`config.mk`:
```
export PLATFORM = sky130hd
export DESIGN_NAME = ssc_top
export DESIGN_NICKNAME = d
export VERILOG_FILES = /design/src/hw/ssc_pkg.sv /design/src/hw/ssc_line_if.sv /design/src/hw/ssc_top.sv /design/src/hw/ssc_line_det.sv /design/src/hw/ssc_sleep_fsm.sv
export VERILOG_INCLUDE_DIRS = /design/src /design/src/hw
export SDC_FILE = /design/constraint.sdc
export NUM_CORES = 1
export LEC_CHECK = 0
export BUFFER_PORTS_ARGS = -buffer_cell sky130_fd_sc_hd__buf_4
export CAP_MARGIN = 25
export CORE_MARGIN = 2
export CORE_UTILIZATION = 44
export CTS_BUF_LIST = sky130_fd_sc_hd__clkbuf_4 sky130_fd_sc_hd__clkbuf_8
export DETAILED_ROUTE_END_ITERATION = 10
export PLACE_DENSITY = 0.81
export SETUP_SLACK_MARGIN = 0.05
export SYNTH_ARGS = -nofsm -noshare
export SYNTH_HDL_FRONTEND = slang
export SYNTH_SLANG_ARGS = --single-unit
```
`constraint.sdc`:
```
create_clock -name MCLK_IN -period 1.2 [get_ports MCLK_IN]
set_clock_uncertainty 0.2 [all_clocks]
set_input_delay 0.24 -clock MCLK_IN [delete_from_list [all_inputs] [get_ports MCLK_IN]]
set_output_delay 0.24 -clock MCLK_IN [all_outputs]
set_load 0.05 [all_outputs]
```
`src/hw/ssc_cfg.svh`:
```
// Offsets, field positions, reset values and timing counts for the sleep and sense control block.
// Assumes inclusion by bare name from any design file that needs them.
`ifndef SSC_CFG_SVH
`define SSC_CFG_SVH
`define SSC_CTRL_ADDR 8'h00
`define SSC_STAT_ADDR 8'h01
`define SSC_CTRL_RESET 8'h00
`define SSC_CTRL_WMASK 8'h3f
`define SSC_BIT_SLEEP_ARM 5
`define SSC_BIT_SLEEP_DEPTH 4
`define SSC_L1_HI 3
`define SSC_L1_LO 2
`define SSC_L0_HI 1
`define SSC_L0_LO 0
`define SSC_SENSE_LOW 2'h0
`define SSC_SENSE_RSVD 2'h1
`define SSC_SENSE_FALL 2'h2
`define SSC_SENSE_RISE 2'h3
`define SSC_CLK_PERIOD_NS 5
`define SSC_SYNC_STAGES 2
`endif

```
`src/hw/ssc_pkg.sv`:
```
// Types shared by the sleep and sense control block.
// Assumes nothing of its surroundings.
package ssc_pkg;
	typedef enum logic [2:0] {
		SSC_RUN = 3'h1,
		SSC_IDLE = 3'h2,
		SSC_PDOWN = 3'h4
	} ssc_state_t;
	typedef logic [1:0] ssc_sense_t;
endpackage

```
`src/hw/ssc_line_if.sv`:
```
// Interface carrying one external line's settings and request between modules.
// Assumes a single clock domain.
interface ssc_line_if;
	logic [1:0] sense;
	logic pin;
	logic request;
	logic wake;
	modport ctl (output sense, output pin, input request, input wake);
	modport det (input sense, input pin, output request, output wake);
endinterface

```
`src/hw/ssc_top.sv`:
```
// Top of the sleep and external interrupt sense control register block.
// Assumes a core that drives the register port and the sleep pulse, and external pins on the lines.
//
// What this block does
// - Sleep instruction sleeps only when armed.
// - Depth bit picks idle or power-down.
// - Line one needs global enable and mask.
// - Sense 00 requests while line low.
// - Sense 10 requests on falling edge.
// - Sense 11 requests on rising edge.
// - Line zero uses same sense encoding.
// - Pins sampled by clock before edge detection.
// - Level mode requests while pin stays low.
`include "ssc_cfg.svh"
module ssc_top (
	input wire logic MCLK_IN, // Clock, 200 MHz.
	input wire logic RESET_N_IN, // Asynchronous reset, active low.
	input wire logic [7:0] ADDR_IN, // Register address.
	input wire logic [7:0] WDATA_IN, // Write data.
	input wire logic WR_IN, // Write strobe.
	input wire logic RD_IN, // Read strobe.
	output logic [7:0] RDATA_OUT, // Read data, cycle after strobe.
	input wire logic GLOBAL_IRQ_EN_IN, // Global interrupt enable flag of the status word.
	input wire logic LINE0_MASK_IN, // Line zero mask bit of the external mask register.
	input wire logic LINE1_MASK_IN, // Line one mask bit of the external mask register.
	input wire logic EXTERNAL_LINE_ZERO_IN, // External interrupt pin zero.
	input wire logic EXTERNAL_LINE_ONE_IN, // External interrupt pin one.
	input wire logic SLEEP_INSTR_IN, // Sleep instruction executed, one-cycle pulse.
	input wire logic OTHER_WAKE_IN, // Other enabled interrupt that wakes from idle.
	output logic LINE0_IRQ_OUT, // Line zero interrupt request to the core.
	output logic LINE1_IRQ_OUT, // Line one interrupt request to the core.
	output logic IDLE_OUT, // Device in idle.
	output logic POWER_DOWN_OUT // Device in power-down.
);
	logic [7:0] ctrl;
	logic [7:0] rdata;
	logic irq0;
	logic irq1;
	ssc_pkg::ssc_state_t state;
	ssc_line_if line0 ();
	ssc_line_if line1 ();

	wire logic wr_ctrl = WR_IN && (ADDR_IN == `SSC_CTRL_ADDR);
	wire logic sel_ctrl = ADDR_IN == `SSC_CTRL_ADDR;
	wire logic sel_stat = ADDR_IN == `SSC_STAT_ADDR;
	// Bits 7 and 6 are reserved; masking the write keeps them reading as zero.
	wire logic [7:0] next_ctrl = wr_ctrl ? (WDATA_IN & `SSC_CTRL_WMASK) : ctrl;
	wire logic [7:0] stat_word = {5'h00, state == ssc_pkg::SSC_PDOWN, state == ssc_pkg::SSC_IDLE, 1'b0};
	wire logic [7:0] next_rdata = !RD_IN ? 8'h00 : sel_ctrl ? ctrl : sel_stat ? stat_word : 8'h00;

	assign line0.sense = {ctrl[`SSC_L0_HI], ctrl[`SSC_L0_LO]};
	assign line0.pin = EXTERNAL_LINE_ZERO_IN;
	assign line1.sense = {ctrl[`SSC_L1_HI], ctrl[`SSC_L1_LO]};
	assign line1.pin = EXTERNAL_LINE_ONE_IN;

	// A request that is masked is dropped here, not held; level mode repeats it while the pin stays low.
	wire logic next_irq0 = GLOBAL_IRQ_EN_IN & LINE0_MASK_IN & line0.request;
	wire logic next_irq1 = GLOBAL_IRQ_EN_IN & LINE1_MASK_IN & line1.request;
	wire logic wake_pd = (GLOBAL_IRQ_EN_IN & LINE0_MASK_IN & line0.wake) |
		(GLOBAL_IRQ_EN_IN & LINE1_MASK_IN & line1.wake);
	wire logic wake_any = next_irq0 | next_irq1 | OTHER_WAKE_IN;

	ssc_line_det u_det0 (
		.clk_in(MCLK_IN),
		.rst_n_in(RESET_N_IN),
		.line(line0)
	);
	ssc_line_det u_det1 (
		.clk_in(MCLK_IN),
		.rst_n_in(RESET_N_IN),
		.line(line1)
	);
	ssc_sleep_fsm u_fsm (
		.clk_in(MCLK_IN),
		.rst_n_in(RESET_N_IN),
		.sleep_instr_in(SLEEP_INSTR_IN),
		.arm_in(ctrl[`SSC_BIT_SLEEP_ARM]),
		.depth_in(ctrl[`SSC_BIT_SLEEP_DEPTH]),
		.wake_any_in(wake_any),
		.wake_pd_in(wake_pd),
		.state_out(state)
	);

	always_ff @(posedge MCLK_IN or negedge RESET_N_IN) begin
		if (!RESET_N_IN) begin
			ctrl <= `SSC_CTRL_RESET;
			rdata <= 8'h00;
			irq0 <= 1'b0;
			irq1 <= 1'b0;
		end else begin
			ctrl <= next_ctrl;
			rdata <= next_rdata;
			irq0 <= next_irq0;
			irq1 <= next_irq1;
		end
	end

	assign RDATA_OUT = rdata;
	assign LINE0_IRQ_OUT = irq0;
	assign LINE1_IRQ_OUT = irq1;
	assign IDLE_OUT = state == ssc_pkg::SSC_IDLE;
	assign POWER_DOWN_OUT = state == ssc_pkg::SSC_PDOWN;
endmodule // ssc_top

```
`src/hw/ssc_line_det.sv`:
```
// Sense logic for one external interrupt line: synchroniser, edge and level detect.
// Assumes the pin is asynchronous to the clock and sampled here.
`include "ssc_cfg.svh"
module ssc_line_det (
	input wire logic clk_in, // Clock.
	input wire logic rst_n_in, // Asynchronous reset, active low.
	ssc_line_if.det line // Settings in, request out.
);
	logic sync_a;
	logic sync_b;
	logic prev;
	wire logic fell = prev & ~sync_b;
	wire logic rose = ~prev & sync_b;
	wire logic is_low = ~sync_b;
	wire logic next_request = (line.sense == `SSC_SENSE_LOW) ? is_low :
		(line.sense == `SSC_SENSE_FALL) ? fell :
		(line.sense == `SSC_SENSE_RISE) ? rose : 1'b0;
	// All three flops start high so a released line does not look like a rising edge after reset.
	always_ff @(posedge clk_in or negedge rst_n_in) begin
		if (!rst_n_in) begin
			sync_a <= 1'b1;
			sync_b <= 1'b1;
			prev <= 1'b1;
		end else begin
			sync_a <= line.pin;
			sync_b <= sync_a;
			prev <= sync_b;
		end
	end
	assign line.request = next_request;
	// Level wake works without a clock edge pattern, which is why only the low level wakes power-down.
	assign line.wake = (line.sense == `SSC_SENSE_LOW) & is_low;
endmodule // ssc_line_det

```
`src/hw/ssc_sleep_fsm.sv`:
```
// Sleep state machine: run, idle and power-down.
// Assumes the core pulses the sleep request for one cycle per sleep instruction.
module ssc_sleep_fsm (
	input wire logic clk_in, // Clock.
	input wire logic rst_n_in, // Asynchronous reset, active low.
	input wire logic sleep_instr_in, // Sleep instruction executed.
	input wire logic arm_in, // Sleep armed.
	input wire logic depth_in, // 0 idle, 1 power-down.
	input wire logic wake_any_in, // Any source allowed to wake from idle.
	input wire logic wake_pd_in, // Sources allowed to wake from power-down.
	output ssc_pkg::ssc_state_t state_out // Current state.
);
	ssc_pkg::ssc_state_t state;
	ssc_pkg::ssc_state_t next_state;
	always_comb begin
		next_state = state;
		case (state)
			ssc_pkg::SSC_RUN: begin
				if (sleep_instr_in && arm_in) begin
					next_state = depth_in ? ssc_pkg::SSC_PDOWN : ssc_pkg::SSC_IDLE;
				end
			end
			ssc_pkg::SSC_IDLE: begin
				if (wake_any_in) begin
					next_state = ssc_pkg::SSC_RUN;
				end
			end
			ssc_pkg::SSC_PDOWN: begin
				if (wake_pd_in) begin
					next_state = ssc_pkg::SSC_RUN;
				end
			end
			default: next_state = ssc_pkg::SSC_RUN;
		endcase
	end
	always_ff @(posedge clk_in or negedge rst_n_in) begin
		if (!rst_n_in) begin
			state <= ssc_pkg::SSC_RUN;
		end else begin
			state <= next_state;
		end
	end
	assign state_out = state;
endmodule // ssc_sleep_fsm

```
-- Word level (Yosys, flattened, before mapping)
Cells that the tools add are included.
- add/sub/neg operators: 0
- $mul: 0
- div/mod/pow operators: 0
- $lt $le $gt $ge: 0
- eq/ne operators: 11
- shift operators: 0
- mux-type cells: 14
- bitwise logic cells: 19
- reductions and logical operators: 6
- operators with widths (kind ; count):
    3-bit 2-to-1 mux ; 5
    1-bit AND ; 12
    6-bit 2-to-1 mux ; 2
    3-bit case mux with 3 select lines ; 1
    2-bit equality test, second input constant ; 4
    8-bit by 1-bit equality test with 1-bit output, second input constant ; 1
    8-bit zero test ; 1
    1-bit 2-to-1 mux ; 6
    2-bit by 1-bit != test with 1-bit output, second input constant ; 3
    2-bit zero test ; 2
    1-bit inverter ; 4
    3-bit by 1-bit equality test with 1-bit output, second input constant ; 1
    3-bit by 2-bit equality test with 1-bit output, second input constant ; 1
    3-bit equality test, second input constant ; 1
    1-bit bitwise OR ; 3
    3-bit AND reduction ; 1
    1-bit logical AND ; 2
- register bits after elaboration: 23
- bits in latches: 0
- memory bits (writable): 0
- ROM bits: 0
- input bits: 27
- output and inout bits: 12
- logic and storage cells: 61
- memories: 0

-- Longest topological paths before layout
Gate-level depths: netlist of run 1.
- depth in word-level cells: 10
- gate-level depth with buffers: 4
- mapped depth without buffers: 4

-- Cells and area by module
Synthesis of run 1 repeated with hierarchy kept, for this count alone.
- cells, all modules: 81
- area total of the unflattened synthesis: 1061.0 µm²
- by module, submodules not included (module ; instances ; cells an instance ; area an instance (µm²) ; seq. area each (µm²)):
    ssc_top ; 1 ; 44 ; 635.6 ; 350.3
    ssc_line_det ; 2 ; 8 ; 108.9 ; 78.8
    ssc_sleep_fsm ; 1 ; 21 ; 207.7 ; 76.3

-- Worst setup path after synthesis of run 1
Ideal clock, no wire load.
- path kind: flip-flop to flip-flop
- start: reg u_fsm.state[0], in the netlist u_fsm.state_out[0]
- end: reg u_fsm.state[0], in the netlist u_fsm.state_out[0]
- library setup time: 0.082 ns
- arrival time: 2.057 ns
- required time: 0.918 ns
- path slack: -1.139 ns
- stages on the path, launching flop included: 4
- buffers on the path: 0
- period minus slack after synthesis: 2.339 ns
- cells stage by stage: dfstp_2 nor3b_1 nand2b_1 o31a_1
- word-level cells in the longest chain between the ends: 3
- elaborated cells between the ends (all ways): 8
- those cells by class: 6 x eq/ne; 1 x mux; 1 x reduce/logical
- ends and longest elaborated chain (what ; line ; RTL):
    from (decl) ; ssc_sleep_fsm.sv:13 ; ssc_pkg::ssc_state_t state;
    from (signal assigned) ; ssc_sleep_fsm.sv:38 ; state <= ssc_pkg::SSC_RUN;
    from (signal assigned) ; ssc_sleep_fsm.sv:40 ; state <= next_state;
    3-bit by 2-bit equality test with 1-bit output (*) ; -- ;
    via IDLE_OUT ; ssc_top.sv:32 ; output logic IDLE_OUT,
    2-bit by 1-bit != test with 1-bit output (no source line) ; -- ;
    3-bit AND reduction (no source line) ; -- ;
Mark *: on every way through the listed nets, which the timed path passes. The rest lies on a longest branch.
A chain may end at the register's enable or synchronous reset.

-- Final worst setup path of run 1
- start: reg u_fsm.state[1], in the netlist u_fsm.state_out[1]
- end: out POWER_DOWN_OUT
- word-level cells in the longest chain between the ends: 1
- ends and longest elaborated chain (what ; line ; RTL):
    3-bit equality test ; ssc_top.sv:102 ; assign POWER_DOWN_OUT = state == ssc_pkg::SSC_PDOWN;
    to (decl) ; ssc_top.sv:33 ; output logic POWER_DOWN_OUT
No other way between the ends.

==> flow_summary_export.csv, run 1 <==
group,metric,value,unit
clock_network,cts_max_level,1,
route,routed_wl,2.377,mm
power,power_density,879.6,mW/mm²
min_path,hp-class,"in -> reg",
die,die_area,0.002512,mm²
clock_network,cts_sinks,23,
sta,min_period,1637,ps
clock_network,cts_buffers,3,
route,drc_errors,0,
critical_path,r2r_start,"u_det1.sync_b",
synth,seq_area_frac_synth,0.6243,
die,rows,16,
route,vias_per_cell,5.038,
die,num_io_pins,39,
synth,yosys_warnings,0,
sta,fin_tns_setup,-3117,ps
job,cap_viol_max_count,0,
global_routing,grt_max_degree,24,
global_routing,busiest_layer,"met2",
power,internal_power,0.001066,W
global_routing,grt_pass1_vias,813,
min_path,hold_depth,3,
sta,hold_viol_final,0,
critical_path,r2r_cells,3,
placement,dp_hpwl,1.506,mm
power,clockPowerShare,0.249,
die,die_w,50.12,µm
critical_path,path_class,"reg -> out",
synth,syn_inst,71,
placement,io_buffers,34,
route,drt-pass1-iter-count,4,
clock_network,insertion_delay,310,ps
synth,syn_area,935.9,µm²
critical_path,slowest_stage,"dfrtp_2",
die,start_util,0.4722,
synth,syn_avg_cell_area,13.18,µm²
power,vdd_drop_max,0.7252,mV
critical_path,critPathTopFamily,"flip-flops",
synth,ys_ff_latch,23,
clock_network,cts-root-buf,"clkbuf_4",
power,p_sw_frac,0.2457,
route,wire_per_inst,14.86,µm
placement,place_congestion,0.7687,
synth,synth_cell_types,23,
critical_path,slowest_delay,460,ps
sta,setup_viol,23,
min_path,min-delay-start,"ADDR_IN[0]",
critical_path,reg2reg_slack,-250,ps
cells_and_area,final_cell_area,0.001607,mm²
clock_network,cts_tree,"done",
min_path,holdPathEnd,"RDATA_OUT[3]",
critical_path,cp_cell_sequence,"nor3b_4 -> buf_6",
global_routing,grt_use_total,0.1965,
sta,slew_viol_final,0,
status,failed_checks,"setup timing",
global_routing,grt_pass1_wl,3.643,mm
cells_and_area,layout-drive-gt1-share,0.6391,
power,leakage,0.7511,nW
critical_path,endpoint_kind,"output port",
global_routing,met3_usage,0.04242,
route,first_iter_violations,9,
die,dieHeight,50.12,µm
critical_path,crit_cells,2,
route,ant_nets,0,
critical_path,worst-path-buf-inv,1,
sta,max_freq,610.9,MHz
critical_path,cp.arrival,1200,ps
sta,rsz0062_at_grt,"yes",
sta,whs,27.32,ps
cells_and_area,diodes,0,
global_routing,antenna_found_initial,0,
power,combPwrFrac,0.162,
cells_and_area,post-route-util,0.8106,
placement,placed_area,0.001330,mm²
critical_path,cp_max_fo,3,
cells_and_area,syn_to_final_growth,71.66,%
global_routing,grt.overflow.total,0,
critical_path,cp.required,760,ps
status,outcome,"complete, but fails checks",
global_routing,gr-usage-met2,0.3311,
route,vias,806,
sta,post-route-period-util,1.364,
power,p_sw,0.0003473,W
global_routing,grt_use_met1,0.2306,
critical_path,r2r-end,"u_fsm.state_out[1]",
critical_path,start_kind,"flop",
sta,worst_slack,-437.1,ps
cells_and_area,nets,161,
clock_network,clkTransAtPathRegs,120,ps
die,coreArea,0.001982,mm²
clock_network,clk_path_buf_depth,2,
power,power_frac_seq,0.589,
-- worst reg2reg max path, cell delays in order (launching register included) --
cell,delay [ps]
dfstp_2,590
nand4b_1,130
a21oi_2,280
o32ai_2,130
-- power by group through the flow --
| stage | clock [W] | combinational, W | sequential (W) |
|---|---|---|---|
| 2_1_floorplan | 0 | 0.0000582 | 0.000847 |
| 3_3_place_gp | 0 | 0.000175 | 0.000839 |
| 3_5_place_dp | 0 | 0.000178 | 0.000840 |
| 4_1_cts | 0.000354 | 0.000208 | 0.000829 |
| 5_1_grt | 0.000414 | 0.000247 | 0.000835 |
| 6_report | 0.000352 | 0.000228 | 0.000833 |
-- layout make-up --
class | instances | area, µm²
clock inverters | 1 | 5.005
well taps | 27 | 33.78
multi-input cells | 44 | 414.1
inverters | 3 | 11.26
fillers | 102 | 375.4
repair buffers | 59 | 533.0
flip-flops and latches | 23 | 586.8
clock buffers | 3 | 22.52
-- Yosys cell counts, drive strengths merged --
library cell | number | area (µm²)
o31a | 1 | 8.760
a22o | 1 | 8.760
o21ai | 3 | 15.01
nor3 | 1 | 5.000
nand4b | 4 | 35.03
dfstp | 7 | 183.9
o32ai | 1 | 8.760
conb | 1 | 3.750
nand2b | 1 | 6.260
and2 | 3 | 18.77
nor4 | 1 | 21.27
a21oi | 3 | 15.01
nand4 | 1 | 21.27
nor4b | 2 | 17.52
mux2i | 2 | 20.02
nor2 | 8 | 30.03
nand2 | 2 | 7.510
mux2 | 6 | 67.56
inv | 3 | 11.26
buf | 2 | 15.01
dfrtp | 16 | 400.4
nor3b | 2 | 15.01
-- stage by stage --
| step | instances | setup WS (ps) | power, W |
|---|---|---|---|
| after CTS | 155 | -441.1 | 0.001392 |
| final | 160 | -437.1 | 0.001413 |
| after global placement | 142 | -357.5 | 0.001013 |
| after global routing | 160 | -499.5 | 0.001496 |
| after detailed placement | 142 | -381.1 | 0.001019 |
| after floorplan | 72 | -394.4 | 0.0009052 |
-- per-layer routing --
layer | vias up | part of all wire
met2 | 43 | 0.55
met5 | - | 0
li1 | 375 | -
met4 | 0 | 0.018
met3 | 6 | 0.058
met1 | 382 | 0.37
-- layout by cell type (no fill, tap or decap) --
master	instances
buf_4	32
buf_6	18
dfrtp_1	14
dlygate4sd3_1	9
dfstp_2	7
nor2_1	5
nand4b_1	4
nor2_2	3
and2_1	3
mux2_4	3
mux2_2	3
clkbuf_4	3
nor3b_4	2
mux2i_1	2
inv_1	2
o21ai_1	2
nand2_1	2
a21oi_2	2
nor4b_2	2
conb_1	2
dfrtp_2	2
nor4_4	1
inv_2	1
nor3_2	1
o21ai_2	1
nand2b_4	1
o32ai_2	1
a21oi_1	1
o31a_1	1
nand4_4	1
a22o_1	1
clkinv_2	1
-- repair_timing --
| item | in CTS | in global routing |
|---|---|---|
| gates resized for setup | 22 | 13 |
| endpoints found under the setup margin | 26 | 27 |
| pin swaps | 9 | 15 |
| setup buffers | 4 | 2 |
| hold buffers | 6 | 3 |
| endpoints found under the hold margin | 31 | 4 |
-- how the worst max path moves through the flow --
stage | slack [ps] | from | endpoint
final | -440 | u_fsm.state_out[1] | POWER_DOWN_OUT
after global routing | -500 | u_fsm.state_out[1] | IDLE_OUT
after CTS | -440 | u_fsm.state_out[2] | POWER_DOWN_OUT
after detailed placement | -380 | ADDR_IN[4] | ctrl[2]
after global placement | -360 | ADDR_IN[4] | ctrl[2]
after floorplan | -390 | u_fsm.state_out[1] | u_fsm.state_out[0]
-- cell families after synthesis --
| family | synth area share |
|---|---|
| and+or+nand+nor | 0.1898 |
| DFF | 0.6243 |
| AOI/OAI and AO/OA | 0.06016 |
| muxes | 0.09358 |
| buffers and inverters | 0.02807 |
| other | 0.004007 |
(Power assumes the default switching activity.)
==> run 2, diff against run 1 <==
==> constraint.sdc (replaced) <==
create_clock -name MCLK_IN -period 1.2 [get_ports MCLK_IN]
set_clock_uncertainty 0.2 [all_clocks]
set_input_delay 0.18 -clock MCLK_IN [delete_from_list [all_inputs] [get_ports MCLK_IN]]
set_output_delay 0.18 -clock MCLK_IN [all_outputs]
set_load 0.05 [all_outputs]
==> flow_summary_export.csv, run 2 (synthesis gave the netlist of run 1 again) <==
group,metric,value,unit
status,outcome,"complete, but fails checks",
status,failed_checks,"hold timing, setup timing",
global_routing,grt_pass1_wl,3.698,mm
clock_network,cts_tree,"done",
critical_path,endpoint_kind,"output port",
power,leakage,0.7590,nW
clock_network,clk_path_buf_depth,2,
die,coreArea,0.001982,mm²
clock_network,ctsHoldBuffers,10,
sta,hold_viol_final,2,
cells_and_area,layout-drive-gt1-share,0.6045,
placement,preCtsSetupSlack,-325.9,ps
sta,whs,-26.36,ps
route,ant_nets,0,
die,start_util,0.4722,
cells_and_area,layout_common_cells,"buf_4 (35), dfrtp_1 (15), buf_6 (15)",
clock_network,cts-root-buf,"clkbuf_4",
clock_network,cts_buffers,3,
sta,post-route-period-util,1.333,
sta,fin_tns_setup,-2109,ps
sta,worst_slack,-399.8,ps
sta,min_period,1600,ps
critical_path,cp.required,820,ps
global_routing,grt.overflow.total,0,
cells_and_area,fin_cells,161,
sta,max_freq,625.1,MHz
die,dieHeight,50.12,µm
route,wire_per_inst,13.70,µm
placement,io_buffers,34,
die,num_io_pins,39,
sta,rsz0062_at_grt,"yes",
die,die_area,0.002512,mm²
placement,dp.cells,140,
critical_path,path_class,"reg -> out",
die,die_w,50.12,µm
sta,setup_viol,17,
critical_path,cp_max_fo,3,
placement,dp_hpwl,1.444,mm
route,drt-pass1-iter-count,4,
cells_and_area,diodes,0,
route,drc_errors,0,
power,vdd_drop_max,0.7383,mV
global_routing,grt_max_degree,24,
cells_and_area,nets,162,
power,power_density,878.4,mW/mm²
clock_network,cts_sinks,23,
clock_network,clkTransAtPathRegs,120,ps
global_routing,grt_pass1_vias,816,
critical_path,start_kind,"flop",
die,rows,16,
global_routing,antenna_found_initial,0,
placement,place_congestion,0.7399,
min_path,hp-class,"in -> reg",
power,p_total,0.001405,W
clock_network,insertion_delay,310,ps
critical_path,cp.arrival,1220,ps
clock_network,cts_max_level,1,
route,routed_wl,2.205,mm
cells_and_area,final_common_cell,"buf_4",
sta,slew_viol_final,0,
job,cap_viol_max_count,0,
cells_and_area,syn_to_final_growth,70.86,%
route,first_iter_violations,4,
route,vias,790,
route,vias_per_cell,4.907,
global_routing,grt_use_total,0.2053,
==> run 2: cell count changes in the layout (fill, tap and decap cells not counted), sizes merged <==
cell and change:
dlygate4sd3 +1
==> run 2: final timing paths <==
path	start	to	slack, ps	depth (start not counted)
setup reg to reg	ctrl[1]	u_fsm.state_out[0]	-210	5
min in group asynchronous	RESET_N_IN	ctrl[0]	60	2
setup / recovery	u_fsm.state_out[2]	POWER_DOWN_OUT	-400	2
hold reg to reg	u_det1.sync_a	u_det1.sync_b	160	0
hold / removal	OTHER_WAKE_IN	u_fsm.state_out[1]	-30	3
max in group asynchronous	RESET_N_IN	u_det1.sync_b	460	2
==> run 2: stage by stage <==
step	hold slack, ps	instance area [µm²]	utilization
floorplan	-315.6	973.4	-
global placement	-122.6	1315	0.6635
detailed placement	-120.9	1315	0.6635
CTS	-60.46	1553	0.7835
global route	-39.99	1599	0.8068
finish	-26.36	1599	0.8068
==> run 2: power breakdown <==
part           internal, W  switching [W]
logic             0.000135      0.0000951
clock network     0.000125       0.000220
registers         0.000809      0.0000209
==> run 2: worst max-delay path, cell delays in order (launching register included) <==
cell     delay, ps
dfrtp_1        450
nor3b_4        260
buf_6          200
==> run 2: per-layer routing <==
layer	vias up	wire [µm]	track usage
met5	-	0	0
met4	0	78	0.1157
met3	7	82	0.03030
met2	26	1255	0.3596
met1	382	787	0.2353
li1	375	-	-
==> run 2: final cells by class <==
type / instances / area [µm²]
Clock inverter: 1 / 5.005
Tap cell: 27 / 33.78
Multi-Input combinational cell: 44 / 409.1
Clock buffer: 3 / 22.52
Inverter: 3 / 11.26
Sequential cell: 23 / 585.6
Timing Repair Buffer: 60 / 531.8
Fill cell: 101 / 382.9
==> run 2: what timing repair did <==
action / in CTS / in global routing
setup endpoints to repair: 23 / 27
buffers inserted: 4 / 4
pin swaps: 7 / 9
hold endpoints to repair: 34 / 3
resized for setup: 22 / 7
==> run 3, diff against run 2 <==
--- a/config.mk
+++ b/config.mk
@@ -12,6 +12,7 @@
 export CORE_UTILIZATION = 44
 export CTS_BUF_LIST = sky130_fd_sc_hd__clkbuf_4 sky130_fd_sc_hd__clkbuf_8
 export DETAILED_ROUTE_END_ITERATION = 10
+export MAX_ROUTING_LAYER = met4
 export PLACE_DENSITY = 0.81
 export SETUP_SLACK_MARGIN = 0.05
 export SYNTH_ARGS = -nofsm -noshare
==> flow_summary_export.csv, run 3 (synthesis gave the netlist of run 1 again) <==
group,metric,value,unit
global_routing,antenna_found_initial,0,
sta,slew_viol_final,0,
die,num_io_pins,39,
critical_path,path_class,"reg -> out",
clock_network,cts_max_level,1,
global_routing,grt_max_degree,24,
global_routing,grt_pass1_wl,3.698,mm
placement,dp_hpwl,1.444,mm
clock_network,cts-root-buf,"clkbuf_4",
sta,whs,-26.36,ps
critical_path,cp.arrival,1220,ps
clock_network,ctsHoldBuffers,10,
sta,post-route-period-util,1.333,
sta,hold_viol_final,2,
die,dieHeight,50.12,µm
critical_path,start_kind,"flop",
route,ant_nets,0,
critical_path,endpoint_kind,"output port",
sta,setup_viol,17,
die,die_area,0.002512,mm²
cells_and_area,final_common_cell,"buf_4",
cells_and_area,final_cell_area,0.001599,mm²
placement,placed_area,0.001315,mm²
critical_path,cp.required,820,ps
critical_path,cp_max_fo,3,
status,failed_checks,"hold timing, setup timing",
die,rows,16,
route,vias_per_cell,4.907,
cells_and_area,fillCellCount,101,
clock_network,cts_tree,"done",
critical_path,critPathTopFamily,"flip-flops",
clock_network,cts_sinks,23,
placement,place_congestion,0.7491,
placement,io_buffers,34,
critical_path,worst-path-buf-inv,1,
power,power_density,878.3,mW/mm²
job,cap_viol_max_count,0,
clock_network,clk_path_buf_depth,2,
clock_network,clkTransAtPathRegs,120,ps
die,die_w,50.12,µm
sta,rsz0062_at_grt,"yes",
status,outcome,"complete, but fails checks",
critical_path,cp_cell_sequence,"nor3b_4 -> buf_6",
die,start_util,0.4722,
route,drc_errors,0,
sta,min_period,1600,ps
clock_network,cts_buffers,3,
die,coreArea,0.001982,mm²
route,vias,790,
placement,dp.cells,140,
power,leakage,0.7590,nW
cells_and_area,layout-drive-gt1-share,0.6045,
cells_and_area,syn_to_final_growth,70.86,%
route,first_iter_violations,3,
power,vdd_drop_max,0.7383,mV
route,wire_per_inst,13.70,µm
cells_and_area,layout_common_cells,"buf_4 (35), dfrtp_1 (15), buf_6 (15)",
critical_path,slowest_stage,"dfrtp_1",
cells_and_area,fin_cells,161,
min_path,hp-class,"in -> reg",
sta,worst_slack,-399.8,ps
power,p_total,0.001404,W
route,routed_wl,2.205,mm
cells_and_area,diodes,0,
global_routing,grt_pass1_vias,816,
sta,max_freq,625.1,MHz
critical_path,slowest_delay,450,ps
global_routing,grt_use_total,0.2110,
route,drt-pass1-iter-count,4,
cells_and_area,nets,162,
global_routing,grt.overflow.total,0,
clock_network,insertion_delay,310,ps
## run 3: cell counts in the layout (fill, tap and decap cells not counted)
No cell type changed its count.
## run 3: stage by stage
step           worst slack [ps]  hold slack [ps]    util  setup TNS (ps)
2_1_floorplan            -394.4           -315.6       -           -2426
3_3_place_gp             -300.7           -122.6  0.6635           -3609
3_5_place_dp             -325.9           -120.9  0.6635           -4187
4_1_cts                  -357.2           -60.46  0.7835           -1935
5_1_grt                  -463.3           -39.99  0.8068           -3033
6_report                 -399.8           -26.36  0.8068           -2108
## run 3: area by class of cell
type                       count  area, µm²  area share
tap                           27      33.78     0.02113
sequential                    23      585.6      0.3662
clock buffer                   3      22.52     0.01408
timing repair buffer          60      531.8      0.3326
inverter                       3      11.26    0.007042
multi-input combinational     44      409.1      0.2559
clock inverter                 1      5.005    0.003130
## run 3: power by group
part	internal [W]	switching (W)	leakage (nW)
clock	0.000125	0.000220	0.0177
sequential	0.000809	0.0000209	0.293
combinational	0.000135	0.0000951	0.448
## run 3: path summary, 6_finish.rpt
check / cells after the start / slack, ps / end / from
setup / recovery: 2 / -400 / POWER_DOWN_OUT / u_fsm.state_out[2]
hold / removal: 3 / -30 / u_fsm.state_out[1] / OTHER_WAKE_IN
setup reg to reg: 5 / -200 / u_fsm.state_out[0] / ctrl[1]
max in group asynchronous: 2 / 460 / u_det1.sync_b / RESET_N_IN
hold reg to reg: 0 / 160 / u_det1.sync_b / u_det1.sync_a
min in group asynchronous: 2 / 60 / ctrl[0] / RESET_N_IN
## run 3: layer usage
metal	vias to the layer above	GRT usage	share of wire	wire, µm
met2	26	0.3596	0.57	1254
li1	375	-	-	-
met1	382	0.2353	0.36	790
met3	7	0.03030	0.037	82
met4	0	0.1157	0.035	78
met5	-	-	0	0
## run 3: worst reg2reg max path, stage by stage (launching register included)
cell and delay [ps]:
dfrtp_1 400, buf_4 130, inv_1 40, o21ai_1 160, a21oi_2 110, o31a_1 300
## run 3: repair_timing
item,CTS,global route
setup buffers,4,4
pin swaps,7,9
gates resized for setup,22,7
hold endpoints to repair,34,3
setup endpoints to repair,23,27
